### src/core/dac_port_pkg.sv
package dac_port_pkg;

  // sample word width
  localparam int SAMPLE_WIDTH = 12;
  // full code count and top code
  localparam int CODE_SPAN = 4096;
  localparam logic [11:0] CODE_TOP = 12'hFFF;
  // captured word value after reset
  localparam logic [11:0] SAMPLE_RESET = 12'h000;
  // synchroniser value after reset: binary coding, awake
  localparam logic SYNC_RESET = 1'h0;
  // current enable after reset, as with power-down left open
  localparam logic CURRENT_ON_RESET = 1'h1;
  // msb position inverted in twos-complement coding
  localparam int SIGN_BIT = 11;
  // cycles from capture edge to output code
  localparam int LATENCY_CYCLES = 1;

  // coding settings of the format strap
  typedef enum logic
  {
    CODING_BINARY = 1'b0,
    CODING_TWOS   = 1'b1
  } coding_t;

  // code pair driving the two current outputs
  typedef struct packed
  {
    logic [11:0] trueCode;    // share steered to the true current output
    logic [11:0] complCode;   // share steered to the complement output
    logic        currentOn;   // output current enabled
  } dac_drive_t;

endpackage

### src/core/dac_sample_input_port.sv
`timescale 1ns/10ps
`default_nettype none

module dac_sample_input_port
  import dac_port_pkg::*;
(
  // clock and reset
  input  wire  logic                    clk,
  input  wire  logic                    rst,
  // sample source
  input  wire  logic [SAMPLE_WIDTH-1:0] sampleWordBits,
  input  wire  logic                    formatSelect,
  input  wire  logic                    powerDown,
  // code steering the current outputs
  output var  dac_port_pkg::dac_drive_t drive
);

  // input capture register, one full word per edge
  logic [11:0] sampleReg;          // word taken at the last rising edge
  logic [11:0] next_sampleReg;     // word to take at the next edge
  // two-flop synchronisers for the asynchronous strap and power-down pins
  logic        formatMeta;         // first stage, format strap
  logic        next_formatMeta;    // next value of first stage
  logic        formatSync;         // settled coding setting
  logic        next_formatSync;    // next value of settled setting
  logic        sleepMeta;          // first stage, power-down pin
  logic        next_sleepMeta;     // next value of first stage
  logic        sleepSync;          // settled power-down request
  logic        next_sleepSync;     // next value of settled request
  // output code registers
  dac_drive_t  next_drive;         // code pair loaded at the next edge

  // timing of one sample through the port:
  //   edge N    word on the pins lands in the capture register
  //   edge N+1  coded word lands in the output registers
  // the format setting is applied on the way out, so a strap move
  // recodes the word already captured; the strap is meant to be static
  // and the source keeps it still while converting
  // strap and power-down changes reach the outputs three edges later:
  // two synchroniser stages and then the output register

  // maps captured word to unsigned output code
  function automatic logic [11:0] toCode(input logic [11:0] w, input logic twos);
    logic [11:0] c; // code after format handling
    c = w;
    // twos complement: flipping the sign bit offsets the range to unsigned
    if (twos == CODING_TWOS)
    begin
      c[SIGN_BIT] = ~w[SIGN_BIT];
    end
    return c;
  endfunction

  // share of full scale left over for the complement output
  function automatic logic [11:0] complShare(input logic [11:0] code);
    return CODE_TOP - code;
  endfunction

  // capture the word as presented each edge, no qualifier
  always_comb
  begin
    next_sampleReg = sampleWordBits;
  end

  // capture register; the source shares clk, so no synchroniser here
  always_ff @(posedge clk or posedge rst)
  begin
    if (rst)
    begin
      sampleReg <= SAMPLE_RESET; // no word seen yet
    end
    else
    begin
      sampleReg <= next_sampleReg;
    end
  end

  // shift both pins one stage further down their synchronisers
  always_comb
  begin
    next_formatMeta = formatSelect; // strap pin, may move at any time
    next_formatSync = formatMeta;
    next_sleepMeta  = powerDown;    // pin, asynchronous to clk
    next_sleepSync  = sleepMeta;
  end

  // synchroniser flops; reset leaves binary coding and current enabled
  always_ff @(posedge clk or posedge rst)
  begin
    if (rst)
    begin
      formatMeta <= SYNC_RESET;
      formatSync <= SYNC_RESET; // binary until the strap is seen
      sleepMeta  <= SYNC_RESET;
      sleepSync  <= SYNC_RESET; // awake, as with the pin left open
    end
    else
    begin
      formatMeta <= next_formatMeta;
      formatSync <= next_formatSync; // only this stage is read by logic
      sleepMeta  <= next_sleepMeta;
      sleepSync  <= next_sleepSync;  // only this stage is read by logic
    end
  end

  // code pair for the captured word; same path in both modes
  always_comb
  begin
    next_drive.trueCode  = toCode(sampleReg, formatSync);
    next_drive.complCode = complShare(toCode(sampleReg, formatSync));
    next_drive.currentOn = ~sleepSync;
  end

  // output registers, giving the one-clock conversion latency
  // power-down only gates the current flag; the codes keep tracking
  // the words, so the output is right as soon as current returns
  always_ff @(posedge clk or posedge rst)
  begin
    if (rst)
    begin
      // zero code: all current steered to the complement output
      drive <= '{trueCode: SAMPLE_RESET, complCode: CODE_TOP, currentOn: CURRENT_ON_RESET};
    end
    else
    begin
      drive <= next_drive;
    end
  end

  // checks of the port's behaviour; those on the output codes that use past
  // terms look two edges back for the word and one for formatSync, so that both register stages are covered,
  // and none starts before reset ends, so the past terms never reach into the reset period
  // power-down checks hold the pin for three edges, the depth of the
  // synchroniser plus the output register

  // output follows captured word after one cycle
  a_latency_true: assert property (@(posedge clk) disable iff (rst)
    ##2 (drive.trueCode == toCode($past(sampleWordBits, 2), $past(formatSync))))
    else $error("true code not one cycle after capture");

  // complement share sums with true share to top code
  a_output_sum: assert property (@(posedge clk) disable iff (rst)
    (drive.trueCode + drive.complCode) == {1'h0, CODE_TOP})
    else $error("true and complement codes do not sum to top");

  // msb inverted in twos mode
  a_twos_msb: assert property (@(posedge clk) disable iff (rst)
    ##2 ($past(formatSync) == CODING_TWOS) |->
      drive.trueCode[SIGN_BIT] != $past(sampleWordBits[SIGN_BIT], 2))
    else $error("msb not inverted in twos mode");

  // binary mode passes word straight
  a_binary_pass: assert property (@(posedge clk) disable iff (rst)
    ##2 ($past(formatSync) == CODING_BINARY) |-> drive.trueCode == $past(sampleWordBits, 2))
    else $error("binary mode altered the word");

  // power-down held three cycles switches current off
  a_sleep_off: assert property (@(posedge clk) disable iff (rst)
    powerDown [*3] |=> !drive.currentOn)
    else $error("current not off in power-down");

  // capture register holds previous word
  a_capture_word: assert property (@(posedge clk) disable iff (rst)
    ##1 sampleReg == $past(sampleWordBits))
    else $error("sample word not captured");

  // complement share is the bitwise inverse of the true share
  a_compl_share: assert property (@(posedge clk) disable iff (rst)
    ##2 (drive.complCode == ~toCode($past(sampleWordBits, 2), $past(formatSync))))
    else $error("complement code not top code minus true code");

  // twos mode leaves the lower bits untouched
  a_twos_low: assert property (@(posedge clk) disable iff (rst)
    ##2 ($past(formatSync) == CODING_TWOS) |->
      drive.trueCode[SIGN_BIT-1:0] == $past(sampleWordBits[SIGN_BIT-1:0], 2))
    else $error("twos mode altered the lower bits");

  // complement msb follows the word msb in twos mode
  a_twos_compl: assert property (@(posedge clk) disable iff (rst)
    ##2 ($past(formatSync) == CODING_TWOS) |->
      drive.complCode[SIGN_BIT] == $past(sampleWordBits[SIGN_BIT], 2))
    else $error("complement msb wrong in twos mode");

  // all-ones binary word steers full scale to the true output
  a_full_scale: assert property (@(posedge clk) disable iff (rst)
    ##2 ($past(formatSync) == CODING_BINARY && $past(sampleWordBits, 2) == CODE_TOP) |->
      drive.trueCode == CODE_TOP && drive.complCode == 12'h000)
    else $error("all-ones word not at full scale");

  // all-zeros binary word steers full scale to the complement output
  a_zero_word: assert property (@(posedge clk) disable iff (rst)
    ##2 ($past(formatSync) == CODING_BINARY && $past(sampleWordBits, 2) == 12'h000) |->
      drive.trueCode == 12'h000 && drive.complCode == CODE_TOP)
    else $error("all-zeros word not at zero scale");

  // power-down low for three edges keeps the current on
  a_awake_on: assert property (@(posedge clk) disable iff (rst)
    (!powerDown) [*3] |=> drive.currentOn)
    else $error("current off while awake");

  // strap reaches the coding logic through two flops
  a_format_sync: assert property (@(posedge clk) disable iff (rst)
    ##2 (formatSync == $past(formatSelect, 2)))
    else $error("format setting not synchronised");

  // power-down reaches the output logic through two flops
  a_sleep_sync: assert property (@(posedge clk) disable iff (rst)
    ##2 (sleepSync == $past(powerDown, 2)))
    else $error("power-down not synchronised");

endmodule // dac_sample_input_port

`default_nettype wire

### config.mk
export PLATFORM = sky130hd
export DESIGN_NAME = dac_sample_input_port
export DESIGN_NICKNAME = d
export VERILOG_FILES = /design/src/core/dac_port_pkg.sv /design/src/core/dac_sample_input_port.sv
export SDC_FILE = /design/constraint.sdc
export NUM_CORES = 1
export LEC_CHECK = 0
export BUFFER_PORTS_ARGS = -buffer_cell sky130_fd_sc_hd__clkbuf_2
export CAP_MARGIN = 20
export CELL_PAD_IN_SITES_DETAIL_PLACEMENT = 0
export CELL_PAD_IN_SITES_GLOBAL_PLACEMENT = 1
export CORE_UTILIZATION = 37
export CTS_BUF_LIST = sky130_fd_sc_hd__clkbuf_16
export CTS_CLUSTER_SIZE = 16
export DETAILED_ROUTE_END_ITERATION = 16
export PLACE_DENSITY = 0.84
export SYNTH_ARGS = -nofsm -noshare
export SYNTH_HDL_FRONTEND = slang
export SYNTH_SLANG_ARGS = --single-unit
### constraint.sdc
create_clock -name clk -period 1.4 [get_ports clk]
set_input_delay 0.07 -clock clk [delete_from_list [all_inputs] [get_ports clk]]
set_output_delay 0.07 -clock clk [all_outputs]
set_load 0.02 [all_outputs]
Word level (Yosys, flattened, before mapping) --
Cells that the tools add are included.
Operators by class: $mul 0, div/mod/pow operators 0, shift-type cells 0, mux-type cells 1, $add $sub $neg 1, equality and inequality tests 0, reduce and logical (&&, ||, !) cells 0, order comparisons 0, bitwise operators 2
Operators with widths (number):
- 12-bit subtractor, first input constant | 1
- 1-bit NOT | 2
- 1-bit 2-to-1 mux | 1
Storage, ports and cells: memory bits (read-only) 0, register bits 41, bits in latches 0, memories 0, output and inout port bits 25, logic and storage cells 12, bits of input ports 16, bits in writable memories 0

Logic depth before layout (Yosys ltp) --
depth after elaboration 3, depth in mapped cells 1, depth with buffers taken out 1

Worst setup path before layout --
Ideal clock, no wire load.
path kind reg-to-reg, start point register formatSync, end point register drive[24] (netlist bit), stages on the path, launching flop included 2, slack 0.750 ns, required time 1.276 ns, data arrival time 0.526 ns, buffers on the path 0, setup time 0.124 ns, path through dfrtp_1 xor2_1
RTL lines:
- from (decl) | line dac_sample_input_port.sv:24 | logic formatSync;
- from (signal assigned) | line dac_sample_input_port.sv:100 | formatSync <= next_formatSync;
- to (signal assigned) | line dac_sample_input_port.sv:122 | drive <= '{trueCode: SAMPLE_RESET, complCode: CODE_TOP, currentOn: CURRENT_ON_RESET};
- to (signal assigned) | line dac_sample_input_port.sv:126 | drive <= next_drive;
- to (decl) | line dac_sample_input_port.sv:15 | output var dac_port_pkg::dac_drive_t drive

Worst setup path after layout --
start point register drive[5] (netlist bit), end point output drive[5] (netlist bit)
No word-level cell between the ends.

==> impl_metrics.yaml <==
timing:
  slew_viol_final: 0
  fin_skew_ps: 4.75
  fin_crit_sh_pct: 74.0
  rsz0062_at_grt: "no"
  fmax_mhz: 966
  hold_viol_final: 0
  tightest_slew_ps: 208
  setup_violations: 0
  relSlewSlack_pct: 86.1
  period_needed_ps: 1040
  fin_tns_setup_ps: 0
route:
  num_vias: 608
  wirelength_mm: 1.74
  antenna_left: 0
  drt_iter0_markers: 6
  routedWlPerCell_um: 11.5
  first_pass_iters: 9
  drc_errors: 6
  drt-vias-per-instance: 4.03
worst_setup_path:
  cp_slowest_cell: "dfstp_2"
  cp_num_buf_inv: 1
  crit_path_start_kind: "register"
  crit_type: "register to output pin"
  critPathTopFamily: "flip-flops"
  slowest_delay_ps: 520
  crit_path_cell_trace: "clkbuf_2"
  end_kind: "output pin"
  arrival_ps: 970
  required_ps: 1330
  path_max_fanout: 1
final_layout:
  nFillCells: 222
  fin_nets: 135
  area_delta_synth_final_pct: 49.2
  drive_gt1_share_pct: 49.2
  final_cell_area_sq_um: 1650
  diodes: 0
power_and_ir_drop:
  p_total_mw: 2.51
  power_leakage_nw: 0.854
  power_frac_seq_pct: 51.3
  power-per-cell-area_nw_per_um2: 1520
  peakVddDrop_mv: 1.02
  internal-power_mw: 1.98
  p_clk_share_pct: 41.3
  switchingPower_mw: 0.525
  combPwrFrac_pct: 7.4
  swShare_pct: 20.9
clocking:
  h-tree-depth: 2
  clk_pin_slew_ps: 50
  clock_tree.root_cell: "clkbuf_16"
  numClockSinks: 41
  cts_buffers: 5
  cts_tree: "done"
  clkLatencyLatePin_ps: 280
  clockBufferDepth: 2
  post_cts_resized: 0
job:
  cap_viol_max_count: 0
synth:
  synth_nets: 72
  yosysTopAreaCell: "dfrtp_1"
  synth.top_cells.by_area: "dfrtp_1 (63%), dfstp_2 (31%), inv_1 (4.4%)"
  synth_area_per_cell_sq_um: 19.8
  ys_types: 5
  synthCells: 56
  synth_top_area_share_pct: 63.2
  ys_seq_area_share_pct: 94.0
  synth-seq-cells: 41
  synth.cell_area_sq_um: 1110
  ys.warnings.count: 0
placed_design:
  routabilityCongestion: 0.644
  dp_hpwl_mm: 1.09
  port_buffers: 40
  place_area_sq_um: 1370
global_routing:
  antenna_found_initial: 0
  overflow: 0
  grt_usage_pct: 12.7
  grt_pass1_wl_mm: 2.73
  grt_max_degree: 42
  grt_pass1_vias: 648
floorplanning:
  core_area_sq_um: 2810
  initial_core_util_pct: 39.5
  chipWidth_um: 56.7
  die_area_sq_um: 3220
  dieHeight_um: 56.7
  ioPinCount: 41
  rows: 19
status:
  outcome: "finished with violations"
  violations: "design-rule violations"
min_path:
  hp-class: "register to register"
## sequential cells by signal (all words and copies together) (netlist names)
name / count
drive: 25
formatMeta: 1
formatSync: 1
next_sleepSync: 1
sampleReg: 12
sleepSync: 1
## metrics by stage
step | instances | util (%) | worst slack [ps] | hold WS [ps]
CTS | 151 | 59.0 | 358 | 346
finish | 151 | 59.0 | 365 | 351
detailed placement | 128 | 48.8 | 660 | 116
global route | 151 | 59.0 | 343 | 369
floorplan | 56 | - | 406 | 101
global placement | 128 | 48.8 | 681 | 114
## logic make-up after synthesis
group,Yosys count,share of synthesized area [%]
XOR/XNOR,2,1.58
buffers and inverters,13,4.40
flip-flops,41,94.0
## area by class of cell
cell class                      count  area [sq um]  area share (%)
Clock buffer                        5           125            7.56
Clock inverter                      3          11.3           0.681
Inverter                           13          48.8            2.95
Multi-Input combinational cell      2          17.5            1.06
Sequential cell                    41          1040            63.0
Tap cell                           31          38.8            2.34
Timing Repair Buffer               56           370            22.4
## timing repair
| item | CTS | global route |
|---|---|---|
| hold endpoints to repair | 42 | 0 |
| setup buffers | 0 | 0 |
| hold buffers | 15 | 0 |
## cell usage in the layout, fill, tap and decap left out, drive strengths merged
master        n
dlygate4sd3  15
xnor2         1
buf           1
dfstp        13
inv          16
xor2          1
clkbuf       45
dfrtp        28
## cell usage after synthesis
library cell and number:
dfrtp_1 28, dfstp_2 13, inv_1 13, xnor2_1 1, xor2_1 1
## metal layers
layer | wire length [um] | global-route usage [%] | vias to the layer above
met5 | 0 | 0 | -
met4 | 37 | 7.32 | 0
met2 | 905 | 21.9 | 30
met1 | 625 | 10.6 | 292
li1 | - | - | 282
met3 | 171 | 8.29 | 4
## power groups by stage
stage | registers, mW | clock network (mW) | logic (mW)
global route | 1.29 | 1.11 | 0.199
floorplan | 1.36 | 0 | 0.0268
CTS | 1.29 | 1.06 | 0.188
finish | 1.29 | 1.04 | 0.185
global placement | 1.30 | 0 | 0.150
detailed placement | 1.31 | 0 | 0.154
## final timing paths
path	from	endpoint	slack (ps)	cells past startpoint
max	drive[5]$_DFF_PP1_	drive[5]	360	1
min	formatMeta$_DFF_PP0_	formatSync$_DFF_PP0_	350	0
max reg2reg	formatSync$_DFF_PP0_	drive[24]$_DFF_PP0_	720	1
min reg2reg	formatMeta$_DFF_PP0_	formatSync$_DFF_PP0_	350	0
max in group asynchronous	rst	drive[1]$_DFF_PP1_	770	4
min in group asynchronous	rst	sleepSync$_DFF_PP0_	380	4
Power figures use the tool's default switching activity.
